`src/logic/vm_defines.svh`:
```
`ifndef VM_DEFINES_SVH
`define VM_DEFINES_SVH

// ----------------------------------------------------------------
// Register offsets
// ----------------------------------------------------------------
`define VM_OFS_EVT_LO     8'h00
`define VM_OFS_EVT_HI     8'h01
`define VM_OFS_MGMT_HI    8'h02
`define VM_OFS_MGMT_LO    8'h03
`define VM_OFS_IRQ_HI     8'h04
`define VM_OFS_IRQ_LO     8'h05
`define VM_OFS_RATE       8'h07
`define VM_OFS_MON_CFG    8'h08
`define VM_OFS_BANK       8'h09
`define VM_OFS_CH_CFG     8'h0A
`define VM_OFS_CH_RES     8'h0B
`define VM_OFS_CH_HI      8'h0C
`define VM_OFS_CH_LO      8'h0D

// ----------------------------------------------------------------
// Field positions
// ----------------------------------------------------------------
`define VM_MON_ENABLE     0
`define VM_MON_EXT_REF    1
`define VM_CH_ENABLE      0
`define VM_CH_HI_FLAG     1
`define VM_CH_LO_FLAG     2
`define VM_CH_ALARM_EN    4
`define VM_CH_DONE        7
`define VM_RATE_PER_LSB   0
`define VM_RATE_DLY_LSB   3
`define VM_CH_RW_MASK     8'h79
`define VM_CH_W1C_MASK    8'h86

// ----------------------------------------------------------------
// Reset values
// ----------------------------------------------------------------
`define VM_RST_MON_CFG    8'h02
`define VM_RST_BANK       8'h00
`define VM_RST_RATE       8'h00
`define VM_RST_HI_LIMIT   8'hFF
`define VM_RST_LO_LIMIT   8'h00
`define VM_RST_ZERO       8'h00

// ----------------------------------------------------------------
// Timing
// ----------------------------------------------------------------
`define VM_CLK_MHZ        40
`define VM_PERIOD_UNIT_US 1000
`define VM_DELAY_UNIT_US  40
`define VM_PERIOD_UNIT_CYC (`VM_PERIOD_UNIT_US * `VM_CLK_MHZ)
`define VM_DELAY_UNIT_CYC  (`VM_DELAY_UNIT_US * `VM_CLK_MHZ)

`endif

```
`src/logic/vm_pkg.sv`:
```
`default_nettype none

package vm_pkg;

	// Sequencer states
	typedef enum logic [2:0] {
		VM_IDLE   = 3'b000,
		VM_START  = 3'b001,
		VM_WAIT   = 3'b010,
		VM_SETTLE = 3'b011
	} vm_state_e;

	// One register byte
	typedef logic [7:0] vm_byte_t;

endpackage : vm_pkg

`default_nettype wire

```
`src/logic/vm_voltage_monitor.sv`:
```
`timescale 1ns/1ps
`default_nettype none
`include "vm_defines.svh"

// Summary of operation
// - Common bank select picks channel bank
// - Each bank holds one channel's registers
// - Bank select resets to zero
// - Config bit 0 set starts measuring
// - External reference default; bit1 zero internal
// - Enabled monitor rescans channels every period
// - Settling delay after each conversion
// - Rate register holds period and delay
// - Channel status bit 7 marks completion
// - Result register shows latest result
// - Per-bank high and low limits compared
// - Alarm detection only when bit 4 set
// - Limit crossing sets bit 1 or 2
// - Violation sets channel event status bit
// - Irq route masks gate interrupt output
// - Mgmt route masks gate management interrupt
// - Channels 7, 8, 10 are halved supplies
// - Channel 9 battery undivided, full scale
// - Limit flags stay until software clears
// - Interrupt active when status and enable
// - Result is unsigned 8-bit value
// - Channel bit 0 includes it in scan
module vm_voltage_monitor #(
	parameter int unsigned NCH            = 11,
	parameter int unsigned PERIOD_UNIT_CYC = `VM_PERIOD_UNIT_CYC,
	parameter int unsigned DELAY_UNIT_CYC  = `VM_DELAY_UNIT_CYC
) (
	input  wire logic       clk,
	input  wire logic       rst_n,
	input  wire logic [7:0] reg_addr,
	input  wire logic       reg_wr,
	input  wire logic       reg_rd,
	input  wire logic [7:0] reg_wdata,
	output logic      [7:0] reg_rdata,
	output logic            conv_start,
	output logic      [3:0] conv_chan,
	output logic            conv_ref_ext,
	input  wire logic       conv_done,
	input  wire logic [7:0] conv_data,
	output logic            irq,
	output logic            system_mgmt_interrupt_n
);

	// ------------------------------------------------------------
	// Helpers
	// ------------------------------------------------------------

	// First enabled channel at or after a start index; bit 4 = none
	function automatic logic [4:0] vm_find(input logic [NCH-1:0] mask,
	                                      input logic [3:0]     from);
		logic [4:0] r;
		r = 5'h10;
		for (int i = NCH - 1; i >= 0; i--) begin
			if (mask[i] && (4'(i) >= from)) begin
				r = {1'b0, 4'(i)};
			end
		end
		return r;
	endfunction : vm_find

	// ------------------------------------------------------------
	// Storage
	// ------------------------------------------------------------
	logic [7:0]       mon_cfg_q;         // Monitor configuration
	logic [7:0]       rate_q;            // Period and delay select
	logic [7:0]       bank_q;            // Bank select
	logic [NCH-1:0]   evt_q;             // Event status
	logic [NCH-1:0]   irq_mask_q;        // Interrupt routing
	logic [NCH-1:0]   mgmt_mask_q;       // Management routing
	logic [7:0]       cfg_q [NCH];       // Channel config and status
	logic [7:0]       res_q [NCH];       // Channel results
	logic [7:0]       hi_q  [NCH];       // High limits
	logic [7:0]       lo_q  [NCH];       // Low limits
	vm_pkg::vm_state_e state_q;          // Sequencer state
	logic [3:0]       chan_q;            // Channel being converted
	logic [31:0]      per_cnt_q;         // Scan period counter
	logic [31:0]      dly_cnt_q;         // Settling counter
	logic             scan_req_q;        // Pending scan start
	logic [7:0]       rdata_q;           // Read data
	logic             irq_q;             // Interrupt output
	logic             mgmt_n_q;          // Management interrupt, low
	logic [NCH-1:0]   ch_en;             // Channels in the scan
	logic [NCH-1:0]   evt_set;           // Limit violations this cycle

	// ------------------------------------------------------------
	// Register decode
	// ------------------------------------------------------------
	wire         mon_en    = mon_cfg_q[`VM_MON_ENABLE];
	wire         bank_ok   = bank_q < 8'(NCH);
	wire  [3:0]  bank_idx  = bank_ok ? bank_q[3:0] : 4'h0;
	wire         wr_evt_lo = reg_wr && (reg_addr == `VM_OFS_EVT_LO);
	wire         wr_evt_hi = reg_wr && (reg_addr == `VM_OFS_EVT_HI);
	wire         wr_mg_hi  = reg_wr && (reg_addr == `VM_OFS_MGMT_HI);
	wire         wr_mg_lo  = reg_wr && (reg_addr == `VM_OFS_MGMT_LO);
	wire         wr_iq_hi  = reg_wr && (reg_addr == `VM_OFS_IRQ_HI);
	wire         wr_iq_lo  = reg_wr && (reg_addr == `VM_OFS_IRQ_LO);
	wire         wr_rate   = reg_wr && (reg_addr == `VM_OFS_RATE);
	wire         wr_mon    = reg_wr && (reg_addr == `VM_OFS_MON_CFG);
	wire         wr_bank   = reg_wr && (reg_addr == `VM_OFS_BANK);
	wire         wr_cfg    = reg_wr && bank_ok && (reg_addr == `VM_OFS_CH_CFG);
	wire         wr_hi     = reg_wr && bank_ok && (reg_addr == `VM_OFS_CH_HI);
	wire         wr_lo     = reg_wr && bank_ok && (reg_addr == `VM_OFS_CH_LO);
	wire  [15:0] evt_w1c   = {wr_evt_hi ? reg_wdata : 8'h00,
	                          wr_evt_lo ? reg_wdata : 8'h00};
	wire  [15:0] evt_wide  = 16'(evt_q);
	wire  [15:0] irq_wide  = 16'(irq_mask_q);
	wire  [15:0] mgmt_wide = 16'(mgmt_mask_q);
	wire         store     = (state_q == vm_pkg::VM_WAIT) && conv_done;

	// Timing selections
	wire  [2:0]  per_sel   = rate_q[`VM_RATE_PER_LSB +: 3];
	wire  [2:0]  dly_sel   = rate_q[`VM_RATE_DLY_LSB +: 3];
	wire  [31:0] per_load  = PERIOD_UNIT_CYC * (32'(per_sel) + 32'd1) - 32'd1;
	wire  [31:0] dly_load  = DELAY_UNIT_CYC * (32'(dly_sel) + 32'd1) - 32'd1;

	// Scan search from start and after the current channel
	wire  [4:0]  first_ch  = vm_find(ch_en, 4'h0);
	wire  [4:0]  next_ch   = vm_find(ch_en, chan_q + 4'h1);

	// ------------------------------------------------------------
	// Read selection
	// ------------------------------------------------------------
	wire  [7:0]  ch_cfg_rd = bank_ok ? cfg_q[bank_idx] : 8'h00;
	wire  [7:0]  ch_res_rd = bank_ok ? res_q[bank_idx] : 8'h00;
	wire  [7:0]  ch_hi_rd  = bank_ok ? hi_q[bank_idx]  : 8'h00;
	wire  [7:0]  ch_lo_rd  = bank_ok ? lo_q[bank_idx]  : 8'h00;
	wire  [7:0]  rd_mux    =
		(reg_addr == `VM_OFS_EVT_LO)  ? evt_wide[7:0]   :
		(reg_addr == `VM_OFS_EVT_HI)  ? evt_wide[15:8]  :
		(reg_addr == `VM_OFS_MGMT_HI) ? mgmt_wide[15:8] :
		(reg_addr == `VM_OFS_MGMT_LO) ? mgmt_wide[7:0]  :
		(reg_addr == `VM_OFS_IRQ_HI)  ? irq_wide[15:8]  :
		(reg_addr == `VM_OFS_IRQ_LO)  ? irq_wide[7:0]   :
		(reg_addr == `VM_OFS_RATE)    ? rate_q          :
		(reg_addr == `VM_OFS_MON_CFG) ? mon_cfg_q       :
		(reg_addr == `VM_OFS_BANK)    ? bank_q          :
		(reg_addr == `VM_OFS_CH_CFG)  ? ch_cfg_rd       :
		(reg_addr == `VM_OFS_CH_RES)  ? ch_res_rd       :
		(reg_addr == `VM_OFS_CH_HI)   ? ch_hi_rd        :
		(reg_addr == `VM_OFS_CH_LO)   ? ch_lo_rd        : 8'h00;

	// ------------------------------------------------------------
	// Common registers
	// ------------------------------------------------------------

	// Monitor config, rate and bank select
	always_ff @(posedge clk or negedge rst_n) begin
		if (!rst_n) begin
			mon_cfg_q <= `VM_RST_MON_CFG;
			rate_q    <= `VM_RST_RATE;
			bank_q    <= `VM_RST_BANK;
		end else begin
			if (wr_mon) mon_cfg_q <= reg_wdata;
			if (wr_rate) rate_q <= reg_wdata;
			if (wr_bank) bank_q <= reg_wdata;
		end
	end

	// Routing masks, high register holds channels above seven
	always_ff @(posedge clk or negedge rst_n) begin
		if (!rst_n) begin
			irq_mask_q  <= '0;
			mgmt_mask_q <= '0;
		end else begin
			if (wr_iq_lo) irq_mask_q[7:0] <= reg_wdata;
			if (wr_iq_hi) irq_mask_q[NCH-1:8] <= reg_wdata[NCH-9:0];
			if (wr_mg_lo) mgmt_mask_q[7:0] <= reg_wdata;
			if (wr_mg_hi) mgmt_mask_q[NCH-1:8] <= reg_wdata[NCH-9:0];
		end
	end

	// Event status, a new violation wins over the clear
	always_ff @(posedge clk or negedge rst_n) begin
		if (!rst_n) begin
			evt_q <= '0;
		end else begin
			evt_q <= (evt_q & ~evt_w1c[NCH-1:0]) | evt_set;
		end
	end

	// Interrupt outputs, registered
	always_ff @(posedge clk or negedge rst_n) begin
		if (!rst_n) begin
			irq_q    <= 1'b0;
			mgmt_n_q <= 1'b1;
		end else begin
			irq_q    <= |(evt_q & irq_mask_q);
			mgmt_n_q <= ~|(evt_q & mgmt_mask_q);
		end
	end

	// Read data captured on a read strobe
	always_ff @(posedge clk or negedge rst_n) begin
		if (!rst_n) begin
			rdata_q <= `VM_RST_ZERO;
		end else if (reg_rd) begin
			rdata_q <= rd_mux;
		end
	end

	// ------------------------------------------------------------
	// Channel banks
	// ------------------------------------------------------------
	// Channels 7, 8 and 10 carry halved supplies and 9 the battery
	// undivided; the scaling is analog, the logic treats all alike.
	for (genvar g = 0; g < NCH; g++) begin : g_ch
		wire sel  = (bank_idx == 4'(g));
		wire here = store && (chan_q == 4'(g));
		wire alm  = cfg_q[g][`VM_CH_ALARM_EN];
		wire hi_x = here && alm && (conv_data > hi_q[g]);
		wire lo_x = here && alm && (conv_data < lo_q[g]);
		wire [7:0] clr = (wr_cfg && sel) ? (reg_wdata & `VM_CH_W1C_MASK) : 8'h00;

		assign ch_en[g]   = cfg_q[g][`VM_CH_ENABLE];
		assign evt_set[g] = hi_x || lo_x;

		// Config and status byte of one channel
		always_ff @(posedge clk or negedge rst_n) begin
			if (!rst_n) begin
				cfg_q[g] <= `VM_RST_ZERO;
			end else begin
				if (wr_cfg && sel) begin
					cfg_q[g] <= (reg_wdata & `VM_CH_RW_MASK)
					          | (cfg_q[g] & ~`VM_CH_RW_MASK & ~clr);
				end else begin
					cfg_q[g] <= cfg_q[g] & ~clr;
				end
				if (hi_x) cfg_q[g][`VM_CH_HI_FLAG] <= 1'b1;
				if (lo_x) cfg_q[g][`VM_CH_LO_FLAG] <= 1'b1;
				if (here) cfg_q[g][`VM_CH_DONE] <= 1'b1;
			end
		end

		// Result and limits of one channel
		always_ff @(posedge clk or negedge rst_n) begin
			if (!rst_n) begin
				res_q[g] <= `VM_RST_ZERO;
				hi_q[g]  <= `VM_RST_HI_LIMIT;
				lo_q[g]  <= `VM_RST_LO_LIMIT;
			end else begin
				if (here) res_q[g] <= conv_data;
				if (wr_hi && sel) hi_q[g] <= reg_wdata;
				if (wr_lo && sel) lo_q[g] <= reg_wdata;
			end
		end
	end

	// ------------------------------------------------------------
	// Scan period timer
	// ------------------------------------------------------------

	// Counts while enabled; expiry requests a fresh scan
	always_ff @(posedge clk or negedge rst_n) begin
		if (!rst_n) begin
			per_cnt_q  <= '0;
			scan_req_q <= 1'b0;
		end else if (!mon_en) begin
			per_cnt_q  <= '0;
			scan_req_q <= 1'b0;
		end else if (per_cnt_q == 32'd0) begin
			per_cnt_q  <= per_load;
			scan_req_q <= 1'b1;
		end else begin
			per_cnt_q  <= per_cnt_q - 32'd1;
			if ((state_q == vm_pkg::VM_IDLE) && scan_req_q) begin
				scan_req_q <= 1'b0;
			end
		end
	end

	// ------------------------------------------------------------
	// Conversion sequencer
	// ------------------------------------------------------------

	// Walks enabled channels upward, settling between conversions
	always_ff @(posedge clk or negedge rst_n) begin
		if (!rst_n) begin
			state_q   <= vm_pkg::VM_IDLE;
			chan_q    <= 4'h0;
			dly_cnt_q <= '0;
		end else if (!mon_en) begin
			state_q   <= vm_pkg::VM_IDLE;
		end else begin
			case (state_q)
				vm_pkg::VM_IDLE: begin
					// Begin a scan at the lowest enabled channel
					if (scan_req_q && !first_ch[4]) begin
						chan_q  <= first_ch[3:0];
						state_q <= vm_pkg::VM_START;
					end
				end
				vm_pkg::VM_START: begin
					state_q <= vm_pkg::VM_WAIT;
				end
				vm_pkg::VM_WAIT: begin
					// Result stored by the bank on the same edge
					if (conv_done) begin
						dly_cnt_q <= dly_load;
						state_q   <= vm_pkg::VM_SETTLE;
					end
				end
				vm_pkg::VM_SETTLE: begin
					if (dly_cnt_q != 32'd0) begin
						dly_cnt_q <= dly_cnt_q - 32'd1;
					end else if (!next_ch[4]) begin
						chan_q  <= next_ch[3:0];
						state_q <= vm_pkg::VM_START;
					end else begin
						state_q <= vm_pkg::VM_IDLE;
					end
				end
				default: begin
					state_q <= vm_pkg::VM_IDLE;
				end
			endcase
		end
	end

	// ------------------------------------------------------------
	// Outputs
	// ------------------------------------------------------------
	assign reg_rdata               = rdata_q;
	assign conv_start              = (state_q == vm_pkg::VM_START);
	assign conv_chan               = chan_q;
	assign conv_ref_ext            = mon_cfg_q[`VM_MON_EXT_REF];
	assign irq                     = irq_q;
	assign system_mgmt_interrupt_n = mgmt_n_q;

endmodule : vm_voltage_monitor

`default_nettype wire

```
`config.mk`:
```
export PLATFORM = sky130hd
export DESIGN_NAME = vm_voltage_monitor
export DESIGN_NICKNAME = d
export VERILOG_FILES = /design/src/logic/vm_pkg.sv /design/src/logic/vm_voltage_monitor.sv
export VERILOG_INCLUDE_DIRS = /design/src /design/src/logic
export SDC_FILE = /design/constraint.sdc
export NUM_CORES = 1
export LEC_CHECK = 0
export ABC_AREA = 1
export BUFFER_PORTS_ARGS = -buffer_cell sky130_fd_sc_hd__clkbuf_2
export CORE_ASPECT_RATIO = 0.7
export CORE_MARGIN = 4
export CORE_UTILIZATION = 64
export CTS_CLUSTER_DIAMETER = 120
export DETAILED_ROUTE_END_ITERATION = 12
export PLACE_DENSITY_LB_ADDON = 0.12
export SYNTH_ARGS = -nofsm -noshare
export SYNTH_HDL_FRONTEND = slang
export SYNTH_SLANG_ARGS = --single-unit
```
`constraint.sdc`:
```
create_clock -name clk -period 5.05 [get_ports clk]
set_clock_uncertainty 0.2 [all_clocks]
set_input_delay 1.515 -clock clk [delete_from_list [all_inputs] [get_ports clk]]
set_output_delay 1.515 -clock clk [all_outputs]
set_load 0.005 [all_outputs]
```
# After elaboration in Yosys (flattened, before gate mapping)
# Cells that the tools add are included.
[word_totals]
regBits = 491
wordCells = 455
in_bits = 29
[op_classes]
n_eq_ne = 44
mul = 2
magnitude_cmp = 35
n_mux = 127
n_addsub = 7
bitwise_logic = 50
n_reduce_logical = 130
[op_table]
columns = ["operator", "count"]
rows = [
  ["8-bit two-way mux", 48],
  ["8-bit AND", 22],
  ["8-bit binary-select mux with 4-bit select", 4],
  ["32-bit two-way mux", 4],
  ["5-bit two-way mux", 22],
  ["1-bit logical AND", 104],
  ["8-bit > comparator", 11],
  ["8-bit < comparator", 11],
  ["8-bit inverter", 11],
  ["7-bit by 8-bit bitwise OR with 8-bit output", 11],
  ["32-bit one-hot mux with 2 select lines", 1],
  ["32-bit by 1-bit subtractor with 32-bit output (second input constant)", 2],
  ["8-bit by 4-bit equality test with 1-bit output (second input constant)", 6],
  ["1-bit two-way mux", 37],
  ["11-bit AND", 3],
  ["4-bit by 3-bit equality test with 1-bit output (second input constant)", 8],
  ["32-bit zero test", 1],
  ["32-bit nonzero test", 1],
  ["4-bit equality test (second input constant)", 6],
  ["8-bit by 3-bit equality test with 1-bit output (second input constant)", 3],
  ["11-bit OR reduction", 2],
  ["20-bit by 1-bit subtractor with 21-bit output (second input constant)", 1],
  ["4-bit by 2-bit equality test with 1-bit output (second input constant)", 4],
  ["8-bit by 2-bit equality test with 1-bit output (second input constant)", 2],
  ["other kinds (36)", 70],
]

# Depth between registers and ports, before layout
[logic_depth]
ltp_word = 20
depth_mapped = 24
ltp_nobuf = 22

# Least setup slack after synthesis
# No wires, ideal clock.
[synth_path]
kind = "register to register"
start = "register rate_q[1]"
end = "register per_cnt_q[17]"
path_buffers = 0
path_stages_with_launch = 18
path_slack_ps = 1345
setup_time_ps = 115
arrival_time_ps = 3391
required_ps = 4735
path_cell_list = "dfrtp_1 -> ha_1 -> xnor2_1 -> inv_1 -> ha_1 -> ha_1 -> ha_1 -> inv_1 -> fa_1 -> nand3b_1 -> and2_1 -> xor2_1 -> inv_1 -> nand4_1 -> a21oi_1 -> o21ai_0 -> nand3_1 -> inv_1"
[synth_via]
elab_chain_len = 5
[synth_lines]
columns = ["item", "line", "text"]
rows = [
  ["from (decl)", "vm_voltage_monitor.sv:70", "logic [7:0] rate_q;"],
  ["from (signal assigned)", "vm_voltage_monitor.sv:155", "rate_q <= `VM_RST_RATE;"],
  ["from (signal assigned)", "vm_voltage_monitor.sv:159", "if (wr_rate) rate_q <= reg_wdata;"],
  ["3-bit by 1-bit adder with 4-bit output", "vm_voltage_monitor.sv:118", "wire [31:0] per_load = PERIOD_UNIT_CYC * (32'(per_sel) + 32'd1) - 32'd1;"],
  ["10-bit by 4-bit multiplier with 14-bit output", "vm_voltage_monitor.sv:118", ""],
  ["20-bit by 1-bit subtractor with 21-bit output", "vm_voltage_monitor.sv:118", ""],
  ["32-bit two-way mux", "vm_voltage_monitor.sv:265", "end else if (per_cnt_q == 32'd0) begin"],
  ["32-bit two-way mux", "vm_voltage_monitor.sv:262", "end else if (!mon_en) begin"],
  ["to (signal assigned)", "vm_voltage_monitor.sv:266", "per_cnt_q <= per_load;"],
  ["to (signal assigned)", "vm_voltage_monitor.sv:269", "per_cnt_q <= per_cnt_q - 32'd1;"],
  ["to (decl)", "vm_voltage_monitor.sv:81", "logic [31:0] per_cnt_q;"],
]
# Every way passes these cells.
# A chain may end at the register's enable or synchronous reset.

# Final worst setup path
[layout_path]
start = "register bank_q[1]"
end = "register rdata_q[2] (netlist: reg_rdata[2])"
[layout_via]
elab_chain_len = 20
[layout_lines]
columns = ["item", "line", "text"]
rows = [
  ["from (decl)", "vm_voltage_monitor.sv:71", "logic [7:0] bank_q;"],
  ["from (signal assigned)", "vm_voltage_monitor.sv:156", "bank_q <= `VM_RST_BANK;"],
  ["from (signal assigned)", "vm_voltage_monitor.sv:160", "if (wr_bank) bank_q <= reg_wdata;"],
  ["8-bit by 4-bit < comparator with 1-bit output", "vm_voltage_monitor.sv:94", "wire bank_ok = bank_q < 8'(NCH);"],
  ["4-bit two-way mux", "vm_voltage_monitor.sv:95", "wire [3:0] bank_idx = bank_ok ? bank_q[3:0] : 4'h0;"],
  ["4-bit inverter with 5-bit output (not written as such)", "-", ""],
  ["8-bit binary-select mux with 4-bit select", "vm_voltage_monitor.sv:131", "wire [7:0] ch_lo_rd = bank_ok ? lo_q[bank_idx] : 8'h00;"],
  ["8-bit two-way mux (not written as such) (2 in series)", "vm_voltage_monitor.sv:131", ""],
  ["8-bit two-way mux", "vm_voltage_monitor.sv:131", ""],
  ["8-bit two-way mux", "vm_voltage_monitor.sv:145", "(reg_addr == `VM_OFS_CH_LO) ? ch_lo_rd : 8'h00;"],
  ["8-bit two-way mux", "vm_voltage_monitor.sv:144", "(reg_addr == `VM_OFS_CH_HI) ? ch_hi_rd :"],
  ["(+3 left out)", "-", ""],
  ["8-bit two-way mux (*)", "vm_voltage_monitor.sv:140", "(reg_addr == `VM_OFS_MON_CFG) ? mon_cfg_q :"],
  ["8-bit two-way mux (*)", "vm_voltage_monitor.sv:139", "(reg_addr == `VM_OFS_RATE) ? rate_q :"],
  ["8-bit two-way mux (*)", "vm_voltage_monitor.sv:138", "(reg_addr == `VM_OFS_IRQ_LO) ? irq_wide[7:0] :"],
  ["8-bit two-way mux (*)", "vm_voltage_monitor.sv:137", "(reg_addr == `VM_OFS_IRQ_HI) ? irq_wide[15:8] :"],
  ["8-bit two-way mux (*)", "vm_voltage_monitor.sv:136", "(reg_addr == `VM_OFS_MGMT_LO) ? mgmt_wide[7:0] :"],
  ["8-bit two-way mux (*)", "vm_voltage_monitor.sv:135", "(reg_addr == `VM_OFS_MGMT_HI) ? mgmt_wide[15:8] :"],
  ["8-bit two-way mux (*)", "vm_voltage_monitor.sv:134", "(reg_addr == `VM_OFS_EVT_HI) ? evt_wide[15:8] :"],
  ["8-bit two-way mux (*)", "vm_voltage_monitor.sv:133", "(reg_addr == `VM_OFS_EVT_LO) ? evt_wide[7:0] :"],
  ["to (signal assigned)", "vm_voltage_monitor.sv:200", "rdata_q <= `VM_RST_ZERO;"],
  ["to (signal assigned)", "vm_voltage_monitor.sv:202", "rdata_q <= rd_mux;"],
  ["to (decl)", "vm_voltage_monitor.sv:84", "logic [7:0] rdata_q;"],
]
# Mark *: on every way between the ends. The rest lies on a longest branch, timed or not. The select of a mux whose other input is x is not followed.

==> metrics.txt <==
run status=completed; final non-filler cell total=4,348; Placer Congestion=1.03; VDD IR max=333 uV; most frequent cell after synthesis=nand2_1; most frequent CP cell=nand2_1; sequential share of power=43.0%; Vias/cell=6.34; Setup crit end=reg_rdata[2]$_DFFE_PN0P_; Reg-to-Reg Start=bank_q[1]$_DFFE_PN0P_; hpwl dp=67,100 um; final hold vios=0; YS warnings=0; Avg Inst Size Synth=7.73 um2; CP Cell Sequence=nand2_2 > nand2_1 > nand2_4 > nand4_1 > inv_1 > buf_4 > nand2_1 > nand3_1 > a21oi_1 > nor2_1 > nor2_1 > nand2_1 > nand2_1 > nand2_1 > nand2_1 > nand4_1 > nand2_1 > nand3_1 > nand2_1 > nand2_1; Buf/Inv on CP=2; number of flops mapped to enable cells by yosys=0; Post-Syn Area=28,500 um2; nets@finish=3,956; final worst-path cycle share=84.9%; FF-to-FF End=reg_rdata[2]$_DFFE_PN0P_; worst-case clock buffer depth=3; share of layout cells above drive strength 1=9.36%; WS Path Type=reg -> reg; R2R setup slack=0.76 ns; dominant synthesized flop cell=dfrtp_1; Final Hold Slack=0.270 ns; crit path max-delay cell type=inv_1; vias in the first global route=25,947; die footprint=48,100 um2; critical path fanouts, max=18; Max Slew Vio Count=0; post-synth top area share=35.1%; routed vias=27,547; Psw=0.00281 W; post-place setup slack=0.826 ns; synth cell count leaders=nand2_1, o21ai_0, dfrtp_1; first-pass iteration count of the detailed router=6; Pwr per Cell Area=302 nW/um2; r2r worst-path depth=20; Hold WC Path Type=reg -> reg; Worst Tran Pin Value=1.10 ns; WL/cell=22.4 um; worst-skew pair later-pin latency=0.60 ns; Top delay family on crit path=simple AND/OR/NAND/NOR gates; root buffer cell=clkbuf_16; die height=185 um; Slew HR=26.9%; Required @ worst endpoint=5.37 ns; DRT iter0 DRCs=3,636; share of total power in combinational logic=16.7%; # H-tree levels=2; initial core utilization=65.0%; WP data arrival=4.61 ns; CTS tree=done; area of the core=43,900 um2; initial antenna violation count=1; post-route cell area=31,200 um2; first-pass GRT wire length=150,000 um; post-synth top area cell=dfrtp_1; Leak Pwr=14.4 nW; Mapped Nets=3,930; Post-synth ARST share=100%; area post-placement=29,600 um2; CP Capture Type=flop; grt ovf=0; highest metal used=met5; Port Buffer Count=44; Synth area leaders=dfrtp_1, nand2_1, o21ai_0; Row Count=64; Synth cell types=54; Metal-1 WL=40,200 um; Die X=260 um; Num CTS Buffers=48; clock power share=40.3%; Syn-to-layout area delta=9.48%; RSZ-0062 raised after global routing=no; Critical Path Stages=20; total wire length=97,200 um; Multi-input gate area=14,000 um2; fmax=0.233 GHz; maxcap violations=0; CP peak stage delay=0.80 ns; # DRC=0; Final TNS setup=0 ns; FF+latch area=12,400 um2; Post-CTS Hold Buffers=0; largest net degree at the start of global routing=103; CP Launch Point=bank_q[1]$_DFFE_PN0P_; worst setup margin=0.761 ns; met2 wire len=38,900 um; routed wl met3=14,200 um; switching share of power=29.8%; min Tclk post-route=4.29 ns; # IOs=45; Pint=0.00663 W; dpl cells=4,261; CTS resizes=0; Fill cells=3,544; post-synthesis register bit count=490; # setup viols final=0; Worst-path clk slew=0.07 ns; Synth Instances=3,691; Routed Antenna Nets=0; post-CTS setup buffer count=0; hold depth=1; Setup crit start kind=flop; clock tree sinks=490; total track usage=40.4%; sequential share of the synthesized area=43.4%
-- cell usage in the layout, fill, tap and decap left out, types with 9 or more instances in the layout --
master       n
or2_2       12
o211ai_1    34
nand3_1    137
nor2_1     271
dfstp_2     90
buf_4       87
nor3_1      31
clkbuf_2    43
dfrtp_1    400
a21oi_1    185
a22oi_1     21
xnor2_1     12
nor4_1      10
nand3b_1    10
o21ai_0    541
clkbuf_16   49
clkinv_2    10
inv_1      395
nand4_1     43
clkbuf_8    10
ha_1       206
nand2_1    950
o22ai_1     54
nand2_2      9
xor2_1      23
a21boi_0    11
-- per-stage QoR --
step / util [%] / power, W
finish: 71.2 / 0.00944
global route: 71.2 / 0.00976
CTS: 71.2 / 0.00937
detailed placement: 67.5 / 0.00563
global placement: 67.5 / 0.00559
floorplan: - / 0.00506
-- sequential cells by signal (all words and copies together) (netlist names) --
register                 count
mon_cfg_q                    8
irq_mask_q                  11
dly_cnt_q                   32
hi_q                        88
res_q                       88
per_cnt_q                   32
cfg_q                       88
scan_req_q                   1
system_mgmt_interrupt_n      1
lo_q                        88
bank_q                       8
evt_q                       11
irq                          1
mgmt_mask_q                 11
state_q                      2
conv_chan                    4
rate_q                       8
reg_rdata                    8
-- cells by family after synthesis --
family / count (synthesis) / share of synthesized area (%)
XOR/XNOR: 35 / 1.07
AO/OA/AOI/OAI: 895 / 17.0
AND/OR/NAND/NOR: 1493 / 21.5
buffers and inverters: 567 / 7.71
other: 1 / 0.0131
adder cells (fa/ha/maj): 210 / 9.31
flip-flops: 490 / 43.4
-- area by class of cell --
type | count | share of cell area, %
Multi-Input combinational cell | 2634 | 44.7
Sequential cell | 490 | 39.6
Inverter | 406 | 4.88
Clock buffer | 65 | 4.44
Timing Repair Buffer | 137 | 3.21
Tap cell | 594 | 2.38
Clock inverter | 20 | 0.773
Antenna cell | 2 | 0.0160
-- layer usage --
metal | vias up | track usage (%)
met1 | 13124 | 58.7
li1 | 12245 | -
met4 | 2 | 13.0
met3 | 326 | 14.3
met5 | - | 0
met2 | 1850 | 56.6
-- how the worst min path moves through the flow --
stage | startpoint | to | slack, ns
global route | per_cnt_q[0]$_DFF_PN0_ | per_cnt_q[0]$_DFF_PN0_ | 0.29
floorplan | mgmt_mask_q[9]$_DFFE_PN0P_ | system_mgmt_interrupt_n$_DFF_PN1_ | 0.21
global placement | res_q[56]$_DFFE_PN0P_ | res_q[56]$_DFFE_PN0P_ | 0.26
finish | per_cnt_q[0]$_DFF_PN0_ | per_cnt_q[0]$_DFF_PN0_ | 0.27
detailed placement | per_cnt_q[0]$_DFF_PN0_ | per_cnt_q[0]$_DFF_PN0_ | 0.27
CTS | per_cnt_q[0]$_DFF_PN0_ | per_cnt_q[0]$_DFF_PN0_ | 0.27
-- power by group through the flow --
stage	combinational (W)	clock [W]	sequential, W
after floorplan	0.000953	0	0.00410
after global placement	0.00147	0	0.00412
after detailed placement	0.00151	0	0.00412
after CTS	0.00152	0.00380	0.00405
after global routing	0.00172	0.00397	0.00406
final	0.00158	0.00380	0.00405
-- worst reg2reg max path, delay by kind of cell, from the launching register on --
kind                   cells  cell delay [ns]
DFF                        1             0.49
buffers and inverters      2             1.19
and+or+nand+nor           17             2.27
AOI/OAI and AO/OA          1             0.06
Note: power is estimated with default switching activity, not from simulation.
